[config.mk]
export PLATFORM = sky130hd
export DESIGN_NAME = hss_device_flat
export DESIGN_NICKNAME = d
export VERILOG_FILES = /design/src/hss_pkg.sv /design/src/hss_link_if.sv /design/src/hss_sync.sv /design/src/hss_device.sv /design/src/flat_wrapper.sv
export SDC_FILE = /design/constraint.sdc
export NUM_CORES = 1
export LEC_CHECK = 0
export BUFFER_PORTS_ARGS = -buffer_cell sky130_fd_sc_hd__buf_2
export CAP_MARGIN = 20
export CORE_MARGIN = 8
export CORE_UTILIZATION = 40
export DETAILED_ROUTE_END_ITERATION = 8
export GPL_TIMING_DRIVEN = 0
export PLACE_DENSITY_LB_ADDON = 0.2
export SLEW_MARGIN = 10
export SYNTH_ARGS = -nofsm -noshare
export SYNTH_HDL_FRONTEND = slang
export SYNTH_SLANG_ARGS = --single-unit
[constraint.sdc]
create_clock -name clk -period 2.4 [get_ports clk]
set_input_delay 0.36 -clock clk [delete_from_list [all_inputs] [get_ports clk]]
set_output_delay 0.36 -clock clk [all_outputs]
set_load 0.005 [all_outputs]
[src/hss_pkg.sv]
// Shared constants and types for the hot-swap supervisor and its management controller end.
// Assumes a single 40 MHz clock in each end; timer counts derive from it.
`default_nettype none
package hss_pkg;

	localparam int unsigned CLK_FREQ_HZ         = 40_000_000;
	localparam int unsigned CRIT_LOW_TIMEOUT_MS = 10;
	localparam int unsigned RETRY_DELAY_MS      = 1000;
	localparam int unsigned CYCLES_PER_MS       = CLK_FREQ_HZ / 1000;
	localparam int unsigned CRIT_LOW_CYCLES     = CRIT_LOW_TIMEOUT_MS * CYCLES_PER_MS;
	localparam int unsigned RETRY_DELAY_CYCLES  = RETRY_DELAY_MS * CYCLES_PER_MS;

	localparam int unsigned RAMP_RATE_COUNT     = 32;
	localparam int unsigned RAMP_SEL_W          = $clog2(RAMP_RATE_COUNT);
	localparam int unsigned RAMP_UNIT_CYCLES    = 4;
	localparam int unsigned DRIVE_W             = 8;
	localparam logic [7:0]  DRIVE_FULL          = 8'hFF;
	localparam logic [7:0]  DRIVE_ZERO          = 8'h00;

	localparam int unsigned SYNC_IN_W           = 11;

	// Wishbone register map of the controller end
	localparam int unsigned WB_ADR_W            = 4;
	localparam logic [3:0]  REG_CMD_OFS         = 4'h0;
	localparam logic [3:0]  REG_STATUS_OFS      = 4'h4;
	localparam logic [1:0]  CMD_RESET           = 2'h0;
	localparam int unsigned STATUS_RANGE_BIT    = 0;
	localparam int unsigned STATUS_CURRENT_BIT  = 1;
	localparam int unsigned STATUS_FUSE_BIT     = 2;

	typedef enum logic [1:0] {
		CMD_NORMAL     = 2'h0,
		CMD_DEACTIVATE = 2'h1,
		CMD_RETRY      = 2'h2,
		CMD_CTRL_OFF   = 2'h3
	} hss_cmd_t;

endpackage : hss_pkg
`default_nettype wire

[src/hss_link_if.sv]
// Opto-isolated link between the hot-swap supervisor and the management controller.
// Assumes both ends sit behind isolators, so every signal is asynchronous to the receiver.
`timescale 1ns/1ps
`default_nettype none
interface hss_link_if;
	logic host_command_bit0;
	logic host_command_bit1;
	logic supply_in_range_ok;
	logic fuses_intact;
	logic current_healthy;

	modport device (
		input  host_command_bit0,
		input  host_command_bit1,
		output supply_in_range_ok,
		output fuses_intact,
		output current_healthy
	);

	modport controller (
		output host_command_bit0,
		output host_command_bit1,
		input  supply_in_range_ok,
		input  fuses_intact,
		input  current_healthy
	);
endinterface : hss_link_if
`default_nettype wire

[src/hss_sync.sv]
// Three-stage input synchroniser with agreement filter.
// Assumes inputs are asynchronous levels; output changes only once stages two and three agree.
`timescale 1ns/1ps
`default_nettype none
module hss_sync #(
	parameter int unsigned W = 1
) (
	input  wire logic         clk,
	input  wire logic         arst_n,
	input  wire logic [W-1:0] async_in,
	output var  logic [W-1:0] sync_out
);
	logic [W-1:0] meta_reg;
	logic [W-1:0] stage2_reg;
	logic [W-1:0] stage3_reg;

	always_ff @(posedge clk or negedge arst_n) begin
		if (!arst_n) begin
			meta_reg   <= '0;
			stage2_reg <= '0;
			stage3_reg <= '0;
		end else begin
			meta_reg   <= async_in;
			stage2_reg <= meta_reg;
			stage3_reg <= stage2_reg;
		end
	end

	// A bit follows only when it held the same value over two stable stages
	genvar i;
	generate
		for (i = 0; i < W; i++) begin : g_bit
			always_ff @(posedge clk or negedge arst_n) begin
				if (!arst_n) begin
					sync_out[i] <= 1'b0;
				end else if (stage2_reg[i] == stage3_reg[i]) begin
					sync_out[i] <= stage3_reg[i];
				end
			end
		end
	endgenerate
endmodule : hss_sync
`default_nettype wire

[src/hss_device.sv]
// Hot-swap supervisor: pass-switch control, soft start, fault shutdown and status flags.
// Assumes comparator inputs are asynchronous levels, high meaning the named condition is true (volt_low_cmp high: above the low threshold),
// and that the management controller drives the command code over the link.
`timescale 1ns/1ps
`default_nettype none
// Contract
// Range flag: above low, below high threshold
// Critical low persisting 10 ms switches off
// Critical high switches off immediately
// Low fuse sense means that limb failed
// Fuse flag only while all fuses intact
// Current flag high below warning threshold
// Current trip switches pass switch off
// Command 00: normal, no action taken
// Command 01: deactivate, switch stays off
// Command 10: off, supplies off, 1 s, on
// Command 11: controller off, secondaries down
// Soft-start ramp, 32 selectable rates
// Sequence starts at step 0 on power-up
// Controller sends two-bit command code
// Synchronise inputs; clock-derived timer counts
module hss_device
	import hss_pkg::*;
#(
	parameter int unsigned CRIT_LOW_CYCLES_P    = hss_pkg::CRIT_LOW_CYCLES,
	parameter int unsigned RETRY_DELAY_CYCLES_P = hss_pkg::RETRY_DELAY_CYCLES
) (
	input  wire logic                           clk,
	input  wire logic                           arst_n,
	hss_link_if.device                          link,
	input  wire logic                           volt_low_cmp,
	input  wire logic                           volt_high_cmp,
	input  wire logic                           volt_critical_low_cmp,
	input  wire logic                           volt_critical_high_cmp,
	input  wire logic                           current_warn_cmp,
	input  wire logic                           current_trip_cmp,
	input  wire logic                           return_limb_fuse_sense,
	input  wire logic                           neg_limb_fuse_sense,
	input  wire logic                           board_supplies_off,
	input  wire logic [hss_pkg::RAMP_SEL_W-1:0] ramp_rate_sel,
	output var  logic                           pass_switch_drive,
	output var  logic [hss_pkg::DRIVE_W-1:0]    pass_switch_level,
	output var  logic                           fault_shutdown,
	output var  logic                           retry_active
);
	import hss_pkg::*;

	typedef enum logic [2:0] {
		ST_STEP0,
		ST_RAMP,
		ST_ON,
		ST_TRIPPED,
		ST_DEACT,
		ST_RETRY_OFF,
		ST_RETRY_WAIT
	} hss_state_t;

	logic [SYNC_IN_W-1:0] raw_in;
	logic [SYNC_IN_W-1:0] sync_in;
	logic                 low_ok;
	logic                 high_over;
	logic                 crit_low;
	logic                 crit_high;
	logic                 cur_warn;
	logic                 cur_trip;
	logic                 rtn_fuse;
	logic                 neg_fuse;
	logic                 supplies_off;
	hss_cmd_t             cmd;

	hss_state_t           state_reg;
	hss_state_t           state_next;
	hss_cmd_t             cmd_prev_reg;
	logic [31:0]          crit_low_cnt_reg;
	logic                 crit_low_expired;
	logic [31:0]          retry_cnt_reg;
	logic                 retry_done;
	logic                 retry_req;
	logic                 start_ok;
	logic                 run_fault;
	logic                 drive_next;
	logic [15:0]          step_limit;
	logic [15:0]          step_cnt_reg;
	logic                 step_tick;

	assign raw_in = {link.host_command_bit1, link.host_command_bit0, board_supplies_off,
		neg_limb_fuse_sense, return_limb_fuse_sense, current_trip_cmp, current_warn_cmp,
		volt_critical_high_cmp, volt_critical_low_cmp, volt_high_cmp, volt_low_cmp};

	hss_sync #(
		.W        (SYNC_IN_W)
	) i_hss_sync (
		.clk      (clk),
		.arst_n   (arst_n),
		.async_in (raw_in),
		.sync_out (sync_in)
	);

	assign low_ok       = sync_in[0];
	assign high_over    = sync_in[1];
	assign crit_low     = sync_in[2];
	assign crit_high    = sync_in[3];
	assign cur_warn     = sync_in[4];
	assign cur_trip     = sync_in[5];
	assign rtn_fuse     = sync_in[6];
	assign neg_fuse     = sync_in[7];
	assign supplies_off = sync_in[8];
	assign cmd          = hss_cmd_t'(sync_in[10:9]);

	// Status flags are registered so the isolators never see decode glitches
	always_ff @(posedge clk or negedge arst_n) begin
		if (!arst_n) begin
			link.supply_in_range_ok <= 1'b0;
			link.fuses_intact       <= 1'b0;
			link.current_healthy    <= 1'b0;
		end else begin
			link.supply_in_range_ok <= low_ok & ~high_over;
			link.fuses_intact       <= rtn_fuse & neg_fuse;
			link.current_healthy    <= ~cur_warn;
		end
	end

	// Persistence timer; saturates so a long sag stays expired
	always_ff @(posedge clk or negedge arst_n) begin
		if (!arst_n) begin
			crit_low_cnt_reg <= '0;
		end else if (!crit_low) begin
			crit_low_cnt_reg <= '0;
		end else if (!crit_low_expired) begin
			crit_low_cnt_reg <= crit_low_cnt_reg + 32'h1;
		end
	end
	assign crit_low_expired = (crit_low_cnt_reg >= CRIT_LOW_CYCLES_P);

	always_ff @(posedge clk or negedge arst_n) begin
		if (!arst_n) begin
			cmd_prev_reg <= CMD_NORMAL;
		end else begin
			cmd_prev_reg <= cmd;
		end
	end
	// Retry fires on entry to the code only, so a held code does not cycle forever
	assign retry_req = (cmd == CMD_RETRY) && (cmd_prev_reg != CMD_RETRY);

	always_ff @(posedge clk or negedge arst_n) begin
		if (!arst_n) begin
			retry_cnt_reg <= '0;
		end else if (state_reg != ST_RETRY_WAIT) begin
			retry_cnt_reg <= '0;
		end else if (!retry_done) begin
			retry_cnt_reg <= retry_cnt_reg + 32'h1;
		end
	end
	assign retry_done = (retry_cnt_reg >= RETRY_DELAY_CYCLES_P);

	// A sagging supply must not be switched onto, even before its timer runs out
	assign start_ok  = ~crit_high & ~cur_trip & ~crit_low & (cmd != CMD_DEACTIVATE);
	assign run_fault = crit_high | cur_trip | crit_low_expired;

	always_comb begin
		state_next = state_reg;
		unique case (state_reg)
			ST_STEP0: begin
				if (start_ok) begin
					state_next = ST_RAMP;
				end else if (cmd == CMD_DEACTIVATE) begin
					state_next = ST_DEACT;
				end
			end
			ST_RAMP, ST_ON: begin
				if (run_fault) begin
					state_next = ST_TRIPPED;
				end else if (cmd == CMD_DEACTIVATE) begin
					state_next = ST_DEACT;
				end else if (retry_req) begin
					state_next = ST_RETRY_OFF;
				end else if (state_reg == ST_RAMP && pass_switch_level == DRIVE_FULL) begin
					state_next = ST_ON;
				end
				// Codes 00 and 11 leave the switch as it is

			end
			ST_TRIPPED: begin
				if (start_ok) begin
					state_next = ST_STEP0;
				end
			end
			ST_DEACT: begin
				if (cmd != CMD_DEACTIVATE) begin
					state_next = ST_STEP0;
				end
			end
			ST_RETRY_OFF: begin
				if (cmd == CMD_DEACTIVATE) begin
					state_next = ST_DEACT;
				end else if (supplies_off) begin
					state_next = ST_RETRY_WAIT;
				end
			end
			ST_RETRY_WAIT: begin
				if (cmd == CMD_DEACTIVATE) begin
					state_next = ST_DEACT;
				end else if (retry_done) begin
					state_next = ST_STEP0;
				end
			end
		endcase
	end

	always_ff @(posedge clk or negedge arst_n) begin
		if (!arst_n) begin
			state_reg <= ST_STEP0;
		end else begin
			state_reg <= state_next;
		end
	end

	assign drive_next = (state_next == ST_RAMP) || (state_next == ST_ON);

	// Step period grows with the rate setting: setting 0 is the fastest ramp
	assign step_limit = 16'((32'(ramp_rate_sel) + 32'h1) * RAMP_UNIT_CYCLES - 32'h1);
	assign step_tick  = (step_cnt_reg == step_limit);

	always_ff @(posedge clk or negedge arst_n) begin
		if (!arst_n) begin
			step_cnt_reg <= '0;
		end else if (state_reg != ST_RAMP || step_tick) begin
			step_cnt_reg <= '0;
		end else begin
			step_cnt_reg <= step_cnt_reg + 16'h1;
		end
	end

	// Switch-off acts on the next state so the drive falls in the same edge as the decision
	always_ff @(posedge clk or negedge arst_n) begin
		if (!arst_n) begin
			pass_switch_drive <= 1'b0;
			pass_switch_level <= DRIVE_ZERO;
		end else begin
			pass_switch_drive <= drive_next;
			if (!drive_next) begin
				pass_switch_level <= DRIVE_ZERO;
			end else if (state_reg == ST_RAMP && step_tick && pass_switch_level != DRIVE_FULL) begin
				pass_switch_level <= pass_switch_level + 8'h01;
			end
		end
	end

	always_ff @(posedge clk or negedge arst_n) begin
		if (!arst_n) begin
			fault_shutdown <= 1'b0;
			retry_active   <= 1'b0;
		end else begin
			fault_shutdown <= (state_next == ST_TRIPPED);
			retry_active   <= (state_next == ST_RETRY_OFF) || (state_next == ST_RETRY_WAIT);
		end
	end
endmodule : hss_device
`default_nettype wire

[src/flat_wrapper.sv]
// flat-port wrapper written by rule: the top's interface ports become plain ports
module hss_device_flat import hss_pkg::*;
#(
	parameter int unsigned CRIT_LOW_CYCLES_P    = hss_pkg::CRIT_LOW_CYCLES,
	parameter int unsigned RETRY_DELAY_CYCLES_P = hss_pkg::RETRY_DELAY_CYCLES
)
  (clk, arst_n, volt_low_cmp, volt_high_cmp, volt_critical_low_cmp, volt_critical_high_cmp, current_warn_cmp, current_trip_cmp, return_limb_fuse_sense, neg_limb_fuse_sense, board_supplies_off, ramp_rate_sel, pass_switch_drive, pass_switch_level, fault_shutdown, retry_active, link_host_command_bit0, link_host_command_bit1, link_supply_in_range_ok, link_fuses_intact, link_current_healthy);
  hss_link_if link_i ();
  input  wire logic clk;
  input  wire logic arst_n;
  input  wire logic volt_low_cmp;
  input  wire logic volt_high_cmp;
  input  wire logic volt_critical_low_cmp;
  input  wire logic volt_critical_high_cmp;
  input  wire logic current_warn_cmp;
  input  wire logic current_trip_cmp;
  input  wire logic return_limb_fuse_sense;
  input  wire logic neg_limb_fuse_sense;
  input  wire logic board_supplies_off;
  input  wire logic [hss_pkg::RAMP_SEL_W-1:0] ramp_rate_sel;
  output var  logic pass_switch_drive;
  output var  logic [hss_pkg::DRIVE_W-1:0] pass_switch_level;
  output var  logic fault_shutdown;
  output var  logic retry_active;
  input wire logic [$bits(link_i.host_command_bit0)-1:0] link_host_command_bit0;
  input wire logic [$bits(link_i.host_command_bit1)-1:0] link_host_command_bit1;
  output wire logic [$bits(link_i.supply_in_range_ok)-1:0] link_supply_in_range_ok;
  output wire logic [$bits(link_i.fuses_intact)-1:0] link_fuses_intact;
  output wire logic [$bits(link_i.current_healthy)-1:0] link_current_healthy;
  assign link_i.host_command_bit0 = link_host_command_bit0;
  assign link_i.host_command_bit1 = link_host_command_bit1;
  assign link_supply_in_range_ok = link_i.supply_in_range_ok;
  assign link_fuses_intact = link_i.fuses_intact;
  assign link_current_healthy = link_i.current_healthy;
  hss_device #(.CRIT_LOW_CYCLES_P(CRIT_LOW_CYCLES_P), .RETRY_DELAY_CYCLES_P(RETRY_DELAY_CYCLES_P)) u_core (.clk(clk), .arst_n(arst_n), .link(link_i), .volt_low_cmp(volt_low_cmp), .volt_high_cmp(volt_high_cmp), .volt_critical_low_cmp(volt_critical_low_cmp), .volt_critical_high_cmp(volt_critical_high_cmp), .current_warn_cmp(current_warn_cmp), .current_trip_cmp(current_trip_cmp), .return_limb_fuse_sense(return_limb_fuse_sense), .neg_limb_fuse_sense(neg_limb_fuse_sense), .board_supplies_off(board_supplies_off), .ramp_rate_sel(ramp_rate_sel), .pass_switch_drive(pass_switch_drive), .pass_switch_level(pass_switch_level), .fault_shutdown(fault_shutdown), .retry_active(retry_active));
endmodule
# --- Yosys cells after proc, flatten, opt, wreduce, memory -nomap -nowiden ---
# Cells that the tools add are included.
word_totals:
  reg_bits: 143
  inputBits: 18
  out_inout_bits: 14
  word_cells: 109
classes:
  n_addsub: 6
  magnitude_cmp: 2
  n_eq_ne: 34
  muxes: 20
  bitwise: 12
  n_reduce_logical: 9
ops:
  columns: ["operator", "count"]
  rows:
  - ["2-to-1 mux 32 bit", 4]
  - ["adder 32 x 1 -> 32 bit (second input constant)", 2]
  - ["2-to-1 mux 3 bit", 12]
  - ["greater-or-equal comparator 32 x 19 -> 1 bit (second input constant)", 1]
  - ["greater-or-equal comparator 32 x 26 -> 1 bit (second input constant)", 1]
  - ["case mux 3 bit (6 select lines)", 1]
  - ["adder 16 x 1 -> 16 bit (second input constant)", 1]
  - ["equality test 16 bit", 1]
  - ["2-to-1 mux 16 bit", 1]
  - ["2-to-1 mux 8 bit", 2]
  - ["subtractor 16 x 1 -> 16 bit (second input constant)", 1]
  - ["equality test 3 bit (second input constant)", 5]
  - ["equality test 3 x 2 -> 1 bit (second input constant)", 4]
  - ["equality test 1 bit", 11]
  - ["adder 8 x 1 -> 8 bit (second input constant)", 1]
  - ["equality test 8 bit (second input constant)", 1]
  - ["inequality test 2 bit (second input constant)", 4]
  - ["inequality test 8 bit (second input constant)", 1]
  - ["adder 5 x 1 -> 6 bit (second input constant)", 1]
  - ["equality test 3 x 1 -> 1 bit (second input constant)", 2]
  - ["bitwise AND 1 bit", 5]
  - ["NOT 1 bit", 5]
  - ["logical AND 1 bit", 4]
  - ["zero test 3 bit", 1]
  - ["other kinds (8)", 11]

# --- Logic depth before layout (Yosys ltp) ---
# Gate-level depths: netlist of the first run.
logic_depth:
  ltp_word: 10
  mapped_depth: 13
  mapped_depth_nobuf: 12

# --- By module ---
# From an unflattened synthesis of the first run, not the netlist that was laid out.
hier_totals:
  hier_cells: 563
  hier_area_um2: 6202.2
by_module_without_submodules:
  columns: ["mod", "instances", "cells_each", "area_each_um2", "seq_area_each_um2"]
  rows:
  - ["hss_device", 1, 508, 4977.3, 2477.4]
  - ["hss_sync", 1, 55, 1224.9, 1101.1]

# --- Least setup slack after synthesis of the first run ---
# Ideal clock, no wire load.
synth_timing:
  kind: "input to register"
  from: "input ramp_rate_sel[0] (netlist name)"
  to: "register u_core.pass_switch_level[1] (netlist name)"
  setup_time_ps: 118
  arrival_ps: 2711
  required_ps: 2282
  slack_ps: -430
  stages: 13
  n_path_buf: 1
  path_cell_list: "ha_1 -> buf_2 -> xnor2_1 -> a31oi_1 -> nor3_1 -> ha_1 -> xor2_1 -> nand4_1 -> a21oi_1 -> o2111ai_1 -> nor3_1 -> mux2i_1 -> and2b_1"
synth_via:
  elab_chain_cells: 6
synth_rtl:
  columns: ["item", "line", "rtl"]
  rows:
  - ["start: declaration", "flat_wrapper.sv:20", "input wire logic [hss_pkg::RAMP_SEL_W-1:0] ramp_rate_sel;"]
  - ["adder 5 x 1 -> 6 bit", "hss_device.sv:221", "assign step_limit = 16'((32'(ramp_rate_sel) + 32'h1) * RAMP_UNIT_CYCLES - 32'h1);"]
  - ["subtractor 16 x 1 -> 16 bit", "hss_device.sv:221", null]
  - ["equality test 16 bit", "hss_device.sv:222", "assign step_tick = (step_cnt_reg == step_limit);"]
  - ["logical AND 1 bit (2 in a row)", "hss_device.sv:243", "end else if (state_reg == ST_RAMP && step_tick && pass_switch_level != DRIVE_FULL) begin"]
  - ["inequality test 2 bit (no line)", null, null]
  - ["end signal: assignment", "hss_device.sv:244", "pass_switch_level <= pass_switch_level + 8'h01;"]
  - ["end: declaration", "hss_device.sv:42", "output var logic [hss_pkg::DRIVE_W-1:0] pass_switch_level,"]
# Every way passes these cells.
# A chain may end at the register's enable or synchronous reset.

# --- Worst setup path after layout of the first run ---
layout_timing:
  from: "register u_core.retry_cnt_reg[20]"
  to: "register u_core.pass_switch_level[6] (netlist name)"
layout_via:
  elab_chain_cells: 7
  elab_cells_between_ends: 9
  classes_between: "1 x order compare; 3 x eq/ne; 4 x mux; 1 x reduce/logical"
layout_rtl:
  columns: ["item", "line", "rtl"]
  rows:
  - ["start: declaration", "hss_device.sv:76", "logic [31:0] retry_cnt_reg;"]
  - ["start signal: assignment", "hss_device.sv:151", "retry_cnt_reg <= retry_cnt_reg + 32'h1;"]
  - ["greater-or-equal comparator 32 x 26 -> 1 bit *", "hss_device.sv:154", "assign retry_done = (retry_cnt_reg >= RETRY_DELAY_CYCLES_P);"]
  - ["2-to-1 mux 3 bit *", "hss_device.sv:203", "end else if (retry_done) begin"]
  - ["2-to-1 mux 3 bit *", "hss_device.sv:201", "if (cmd == CMD_DEACTIVATE) begin"]
  - ["case mux 3 bit (6 select lines) *", "hss_device.sv:162", "unique case (state_reg)"]
  - ["net u_core.state_next[1]", "hss_device.sv:72", "hss_state_t state_next;"]
  - ["equality test 3 x 1 -> 1 bit or equality test 3 x 2 -> 1 bit (tied branches)", "hss_device.sv:218", "assign drive_next = (state_next == ST_RAMP) || (state_next == ST_ON);"]
  - ["logical OR 1 bit *", "hss_device.sv:218", null]
  - ["net u_core.drive_next", "hss_device.sv:81", "logic drive_next;"]
  - ["inequality test 2 bit (no line) or 2-to-1 mux 8 bit (tied branches)", null, null]
# The timed path passes the listed nets; every way through them passes the cells marked *.

==> results of run 1 <==
## layout by cell type (no fill, tap or decap), types with 5 or more instances in the layout
cell type and instances:
and3_1 9, inv_1 17, nand3_1 25, nor3_1 13
bufinv_16 5, nand2b_1 6, ha_1 7, dfrtp_1 143
buf_4 17, nor4_1 5, or3_1 8, and4_1 5
xnor2_1 26, nor2_1 61, o21ai_0 11, a21oi_1 7
and2_1 40, maj3_1 11, nand2_1 32, nor3_2 5
buf_2 28, a211o_1 5, clkbuf_16 18, clkbuf_1 7
nor4_2 5, xor2_1 35, nand4_1 17
## cell type report
type	count	area [sq um]	share of cell area
Sequential cell	143	3580	0.451
Multi-Input combinational cell	409	2910	0.366
Clock buffer	19	453	0.0570
Timing Repair Buffer	50	374	0.0471
Tap cell	216	270	0.0340
Clock inverter	13	209	0.0263
Buffer	13	80.1	0.0101
Inverter	19	71.3	0.00898
## report_power, final
group	total, uW	internal [uW]	switching, uW
registers	2620	2540	86.0
clock network	2910	1900	1000
logic	1210	530	682
## per-stage QoR
stage / total power (uW) / util
2_1_floorplan: 3320 / -
3_3_place_gp: 3580 / 0.435
3_5_place_dp: 3610 / 0.437
4_1_cts: 6700 / 0.487
5_1_grt: 7060 / 0.505
6_report: 6740 / 0.505
## worst min path at each step
stage	start	end	slack, ps	cells past startpoint
6_report	link_host_command_bit1	u_core.i_hss_sync.meta_reg[10]	50	1
5_1_grt	link_host_command_bit1	u_core.i_hss_sync.meta_reg[10]	30	1
4_1_cts	current_trip_cmp	u_core.i_hss_sync.meta_reg[5]	30	1
3_5_place_dp	u_core.i_hss_sync.meta_reg[5]	u_core.i_hss_sync.stage2_reg[5]	330	0
3_3_place_gp	u_core.i_hss_sync.meta_reg[9]	u_core.i_hss_sync.stage2_reg[9]	330	0
2_1_floorplan	arst_n	u_core.cmd_prev_reg[0]	60	0
## routing by layer
metal	global-route usage	up-vias	share of wire
met5	0	-	0
met4	0.0531	0	0.017
met3	0.0356	17	0.030
met2	0.207	51	0.48
met1	0.165	2173	0.48
li1	-	2164	-
## timing repair
action	in CTS	in global routing
cloned	1	1
hold buffers	1	0
endpoints found under the hold margin	55	0
pin swaps	6	18
endpoints found under the setup margin	41	46
buffers inserted	3	14
resized for setup	20	37
## worst max-delay path, cell delays in order (launching register included)
cell      delay [ps]
dfrtp_1          400
or3_4            410
o211a_1          250
a211oi_4         320
a32oi_1          150
nor3b_4          180
inv_2            130
mux2i_4          330
and2_4           180
## cells by family after synthesis
family / after synthesis / synth area share
AO/OA/AOI/OAI: 62 / 0.0697
adder cells (fa/ha/maj): 19 / 0.0331
multiplexers: 6 / 0.0116
AND/OR/NAND/NOR: 258 / 0.214
buffers and inverters: 33 / 0.0218
XOR/XNOR: 63 / 0.0868
flip-flops: 143 / 0.563
==> metrics.csv, run 1 <==
metric,value,unit
Hold WC Path Type,input pin to register,
"Data required, critical path",2760,ps
Worst-Skew Late Latency,420,ps
Crit Path Max Fanout,5,
Worst Reg2Reg Path Length in Cells,8,
WS Path Type,register to register,
largest net degree at the start of global routing,89,
final setup fails,5,
fmax,413,MHz
vias in the first global route,4467,
Nets,679,
synth cell count leaders,"dfrtp_1 (143), nor2_1 (61), and2_1 (41)",
Final Non-Filler Cells,882,
initial core utilization,0.405,
Max Cap Viol,0,
initial DRC count,252,
"Area growth, synth to finish",24.9,%
TritonCTS Sinks,143,
post-route minimum period,2420,ps
post-DR wirelength/cell,13.8,um
predominant post-synthesis flop cell,dfrtp_1,
pre-CTS setup slack,-738,ps
clock skew,14.1,ps
number of cells after detailed placement,831,
failing checks,negative setup slack,
first-pass GRT wire length,21400,um
Gate Count Post-Synth,584,
r2r startpoint,u_core.retry_cnt_reg[20],
Mapped Avg Cell Area,10.9,sq um
fillers,1372,
worst slew pin tran,524,ps
Unique masters post-synth,58,
post-synthesis sequential area ratio,0.563,
initial antenna violation count,0,
most numerous cell in the Yosys netlist,dfrtp_1,
outcome,finished with violations,
synthesized area,0.00636,sq mm
peak supply drop,545,uV
antenna violation net count after detailed routing,0,
CP arrival,2790,ps
I/O pin count,32,
CTS tree,yes,
Core ar.,0.0157,sq mm
row count,46,
Async SR Flop Fraction,1.00,
Static Leak,0.00349,uW
Startpoint Class,register,
Worst-path clk slew,60,ps
share of cells above drive strength 1,0.207,
H-tree Lvls,4,
CTS Buffer Depth,2,
Max Slew Vio Count,0,
synth top area cells,"dfrtp_1 (56%), xor2_1 (4.8%), and2_1 (4.0%)",
setup_tns,-56.0,ps
r2r setup slk,-20,ps
Critical Path Start,u_core.retry_cnt_reg[20],
DR vias/cell,4.99,
die area,0.0202,sq mm
DP HPWL,7930,um
port bufs,30,
Synth Warn #,0,
cell area after layout,0.00794,sq mm
biggest area consumer among synthesized cells,dfrtp_1,
Max-slew headroom,0.650,
ratio of final minimum period to clock period,1.01,
Synth Net Count,610,
TritonCTS buffer count,17,
die width,142,um
PD cells,849,mW/mm^2
WHS,45.1,ps
final WL,12200,um
ANT cells,0,
Root Buffer,clkbuf_16,
final hold viol count,0,
drt pass-1 iters,4,
dpl cell area,0.00686,sq mm
Seq cells post-synth,143,
number of remaining DRC errors,0,
Vias,4405,
worst setup margin,-22.4,ps
critical path capture point type,register,
grt total ovfl,0,
r2r endpoint,u_core.pass_switch_level[6],
GRT Overall Usage,0.131,
number of enable flip-flop cells after synthesis,0,
top cell type's share of synthesized area,0.563,
Critical Path End,u_core.pass_switch_level[6],
Die Ht,142,um
RSZ-0062 raised after global routing,true,
routability congestion estimate,0.823,
No activity file was read; power rests on OpenSTA's default activity.
==> inputs of run 2 (changes only) <==
Clock period 2.4 ns to 2.3 ns, I/O delays scaled along.
==> run 2 against run 1 <==
The flow still finishes with violations (negative setup slack). Sequential power increased by 5%. Critical path depth unchanged. Sequential share of layout area decreased by 0.44 points. Clock power decreased by 8.6%. Cell count increased by 0.45%. Largest power group is now sequential cells. Highest routed layer unchanged.
==> metrics.csv, run 2 (synthesized netlist as in run 1, its figures left out) <==
metric,value,unit
first-pass GRT wire length,21000,um
clock power share,0.393,
antenna violation net count after detailed routing,0,
Max Cap Viol,0,
switching share of power,0.277,
PD cells,842,mW/mm^2
vias in the first global route,4351,
Nets,684,
worst slew pin tran,669,ps
number of remaining DRC errors,0,
Critical Path Start,u_core.retry_cnt_reg[19],
peak supply drop,661,uV
TritonCTS Sinks,143,
worst setup margin,-37.6,ps
Hold Crit Start,board_supplies_off,
post-route minimum period,2340,ps
Hold WC Path Type,input pin to register,
initial antenna violation count,0,
row count,46,
fmax,428,MHz
DP HPWL,7980,um
share of cells above drive strength 1,0.231,
final setup fails,12,
Max Slew Vio Count,0,
Critical-path top delay cell,or3_4,
"commonest non-fill, non-tap cell in the layout",dfrtp_1,
GRT Overall Usage,0.130,
failing checks,negative setup slack,
Max-slew headroom,0.552,
routability congestion estimate,0.829,
largest net degree at the start of global routing,82,
H-tree Lvls,4,
die area,0.0202,sq mm
CP arrival,2690,ps
"critical path, cell by cell",or3_4 > nor3_4 > a211oi_4 > buf_6 > a221o_1 > or2_4 > mux2i_4 > and2_1,
r2r startpoint,u_core.retry_cnt_reg[19],
initial core utilization,0.405,
Critical Path End,u_core.pass_switch_level[3],
Static Leak,0.00355,uW
CTS Buffer Depth,2,
RSZ-0062 raised after global routing,true,
switching power,1870,uW
fin util,0.511,
Reg power frac,0.405,
TritonCTS buffer count,17,
drt pass-1 iters,5,
Vias,4434,
"commonest non-fill, non-tap cells in the layout","dfrtp_1 (138), nor2_1 (61), and2_1 (40)",
Core ar.,0.0157,sq mm
Comb power frac,0.202,
I/O pin count,32,
r2r endpoint,u_core.pass_switch_level[3],
grt total ovfl,0,
die width,142,um
Startpoint Class,register,
final WL,12400,um
"Data required, critical path",2650,ps
initial DRC count,192,
ratio of final minimum period to clock period,1.02,
Max stage delay on crit path,410,ps
dpl cell area,0.00686,sq mm
Worst-Skew Late Latency,420,ps
final hold viol count,0,
clock skew,8.12,ps
port bufs,30,
WS Path Type,register to register,
Root Buffer,clkbuf_16,
Die Ht,142,um
Worst-path clk slew,60,ps
r2r setup slk,-40,ps
outcome,finished with violations,
critical path capture point type,register,
CTS tree,yes,
DR vias/cell,5.00,
cell area after layout,0.00804,sq mm
Worst Reg2Reg Path Length in Cells,8,
"Area growth, synth to finish",26.4,%
post-DR wirelength/cell,14.0,um
internal power,4890,uW
ANT cells,0,
Crit Path Max Fanout,5,
## run 2: changes by cell type in the layout (fill, tap and decap cells not counted), sizes merged
cell    before  now
buf         52   60
bufinv       5    2
clkinv       3    6
clkbuf      29   27
inv         21   19
## run 2: layer usage
metal  share of wire  global-route usage
met3           0.034              0.0369
met4           0.013              0.0582
met2            0.47               0.198
met1            0.48               0.169
met5               0                   0
## run 2: critical path: cells and delay by family (launching register included)
family / cells / cell delay [ps]
and+or+nand+nor: 4 / 1020
muxes: 1 / 230
AOI/OAI and AO/OA: 2 / 490
buffers and inverters: 1 / 150
DFF: 1 / 380
## run 2: power by group through the flow
stage | Combinational [uW] | Clock (uW) | Sequential, uW
after detailed placement | 985 | 0 | 2780
after CTS | 1300 | 2730 | 2740
final | 1370 | 2660 | 2740
after global routing | 1500 | 2830 | 2760
after global placement | 949 | 0 | 2780
after floorplan | 702 | 0 | 2760
## run 2: layout make-up
type                    instances  area (sq um)
well taps                     216           270
clock buffers                  20           457
inverters                      19          73.8
repair buffers                 55           400
flip-flops and latches        143          3580
clock inverters                11           116
multi-input cells             409          3050
plain buffers                  13          81.3
fillers                      1413          7680
## run 2: how the worst min path moves through the flow
stage | to | depth (start not counted)
3_5_place_dp | u_core.i_hss_sync.stage2_reg[2] | 0
5_1_grt | u_core.i_hss_sync.meta_reg[2] | 1
3_3_place_gp | u_core.i_hss_sync.stage2_reg[10] | 0
2_1_floorplan | u_core.cmd_prev_reg[0] | 0
6_report | u_core.i_hss_sync.meta_reg[8] | 1
4_1_cts | u_core.i_hss_sync.meta_reg[8] | 1
## run 2: through the flow
step / setup slack [ps] / power (uW) / TNS, ps / instances / hold WS [ps]
after global routing: -170 / 7080 / -3920 / 886 / 9.60
final: -37.6 / 6770 / -284 / 886 / 28.1
after floorplan: -231 / 3460 / -3270 / 584 / 49.4
after CTS: -49.8 / 6780 / -225 / 875 / 7.02
after detailed placement: -876 / 3770 / -20240 / 831 / 335
after global placement: -1080 / 3730 / -169850 / 830 / 332
## run 2: timing repair
| item | CTS | global route |
|---|---|---|
| resized for setup | 40 | 47 |
| endpoints found under the setup margin | 54 | 50 |
| hold buffers | 1 | 0 |
| pin swaps | 19 | 17 |
| endpoints found under the hold margin | 62 | 0 |
| gates cloned | 2 | 0 |
| setup buffers | 11 | 12 |
==> inputs of run 3 (changes only) <==
Settings changed: RECOVER_POWER set to 100.
==> run 3 against run 2 <==
The flow finishes with violations (max-capacitance violations, max-slew violations, negative setup slack). Sequential cell count unchanged. Fmax about the same. Combinational power about the same. Register-to-register slack about the same. Setup slack got worse by 1.8 ps. Sequential share of layout area increased by 0.32 points. First-iteration DRC count increased by 1.6%. Largest cell class unchanged. Clock skew about the same.
==> metrics.csv, run 3 (synthesized netlist as in run 1, its figures left out) <==
metric,value,unit
outcome,finished with violations,
failing checks,"max-capacitance violations, max-slew violations, negative setup slack",
ratio of final minimum period to clock period,1.02,
CTS tree,yes,
final WL,12500,um
final hold viol count,0,
Buf/Inv on CP,1,
switching share of power,0.278,
Comb power frac,0.200,
critical path capture point type,register,
DP HPWL,7980,um
Overall Power,6750,uW
Hold WC Path Type,input pin to register,
initial core utilization,0.405,
final setup fails,13,
Max stage delay on crit path,410,ps
"critical path, cell by cell",or3_4 > nor3_4 > a211oi_4 > buf_6 > a221o_1 > or2_4 > mux2i_4 > and2_1,
Max Slew Vio Count,63,
drt pass-1 iters,4,
post-DR wirelength/cell,14.1,um
CTS Buffer Depth,2,
CP arrival,2690,ps
RSZ-0062 raised after global routing,true,
number of remaining DRC errors,0,
Critical-path top delay cell,or3_4,
I/O pin count,32,
DR vias/cell,5.01,
Static Leak,0.00347,uW
Root Buffer,clkbuf_16,
initial DRC count,195,
TritonCTS Sinks,143,
worst setup margin,-39.4,ps
Max Cap Viol,1,
Core ar.,0.0157,sq mm
Die Ht,142,um
largest net degree at the start of global routing,82,
die area,0.0202,sq mm
"commonest non-fill, non-tap cell in the layout",dfrtp_1,
PD cells,847,mW/mm^2
setup_tns,-261,ps
ANT cells,0,
row count,46,
number of cells after detailed placement,831,
CP top delay family,simple AND/OR/NAND/NOR gates,
clock skew,8.00,ps
switching power,1880,uW
"Area growth, synth to finish",25.4,%
GRT Overall Usage,0.130,
Vias,4442,
initial antenna violation count,0,
Nets,684,
share of cells above drive strength 1,0.204,
first-pass GRT wire length,21000,um
routability congestion estimate,0.829,
grt total ovfl,0,
Final Non-Filler Cells,886,
Worst-Skew Late Latency,420,ps
die width,142,um
worst slew pin tran,1580,ps
H-tree Lvls,4,
Reg power frac,0.406,
port bufs,30,
TritonCTS buffer count,17,
peak supply drop,661,uV
Startpoint Class,register,
pre-CTS setup slack,-876,ps
WS Path Type,register to register,
fmax,427,MHz
Worst-path clk slew,60,ps
vias in the first global route,4351,
clock power share,0.394,
"Data required, critical path",2650,ps
"commonest non-fill, non-tap cells in the layout","dfrtp_1 (139), nor2_1 (61), xor2_1 (33)",
antenna violation net count after detailed routing,0,
post-route minimum period,2340,ps
Max-slew headroom,-0.0535,
Crit Path Max Fanout,5,
WHS,27.2,ps
internal power,4870,uW
## run 3: changes by cell type in the layout (fill, tap and decap cells not counted), sizes merged
cell / before / now
clkbuf: 27 / 44
buf: 60 / 43
## run 3: path summary, 6_finish.rpt
check | start | end | slack, ps | depth (start not counted)
min in group asynchronous | arst_n | u_core.i_hss_sync.sync_out[6] | 860 | 2
worst min register to register | u_core.i_hss_sync.meta_reg[1] | u_core.i_hss_sync.stage2_reg[1] | 350 | 0
worst max-delay path | u_core.retry_cnt_reg[19] | u_core.pass_switch_level[2] | -40 | 8
max in group asynchronous | arst_n | u_core.i_hss_sync.sync_out[8] | 310 | 3
worst max register to register | u_core.retry_cnt_reg[19] | u_core.pass_switch_level[2] | -40 | 8
worst min-delay path | board_supplies_off | u_core.i_hss_sync.meta_reg[8] | 30 | 1
## run 3: what timing repair did
| action | 4_1_cts | 5_1_grt |
|---|---|---|
| buffers inserted | 11 | 12 |
| resized for setup | 40 | 47 |
| cloned | 2 | 0 |
| hold buffers | 1 | 0 |
| endpoints found under the setup margin | 54 | 50 |
| hold endpoints to repair | 62 | 0 |
| pin swaps | 19 | 17 |
## run 3: stage by stage
stage | instance area [sq um] | utilization
finish | 7980 | 0.508
global placement | 6830 | 0.435
detailed placement | 6860 | 0.437
CTS | 7720 | 0.492
floorplan | 6410 | -
global route | 7980 | 0.508
## run 3: worst reg2reg max path, stage by stage (launching register included)
cell and delay (ps):
dfrtp_1 380, or3_4 410, nor3_4 170, a211oi_4 110
buf_6 150, a221o_1 380, or2_4 270, mux2i_4 230
and2_1 170
## run 3: cell type report
cell class | count | area, sq um
Fill cell | 1424 | 7740
Sequential cell | 143 | 3580
Multi-Input combinational cell | 409 | 3030
Clock buffer | 20 | 457
Timing Repair Buffer | 55 | 363
Tap cell | 216 | 270
Clock inverter | 11 | 116
Buffer | 13 | 77.6
Inverter | 19 | 73.8
## run 3: power groups by stage
stage	clock network, uW	logic [uW]	registers (uW)
after global routing	2830	1480	2760
after detailed placement	0	985	2780
after CTS	2730	1300	2740
after floorplan	0	702	2760
final	2660	1350	2740
after global placement	0	949	2780
## run 3: layer usage
| metal | global-route usage | up-vias | wire (um) |
|---|---|---|---|
| li1 | - | 2165 | - |
| met1 | 0.169 | 2191 | 6000 |
| met2 | 0.198 | 67 | 5820 |
| met3 | 0.0369 | 19 | 472 |
| met4 | 0.0582 | 0 | 184 |
| met5 | 0 | - | 0 |
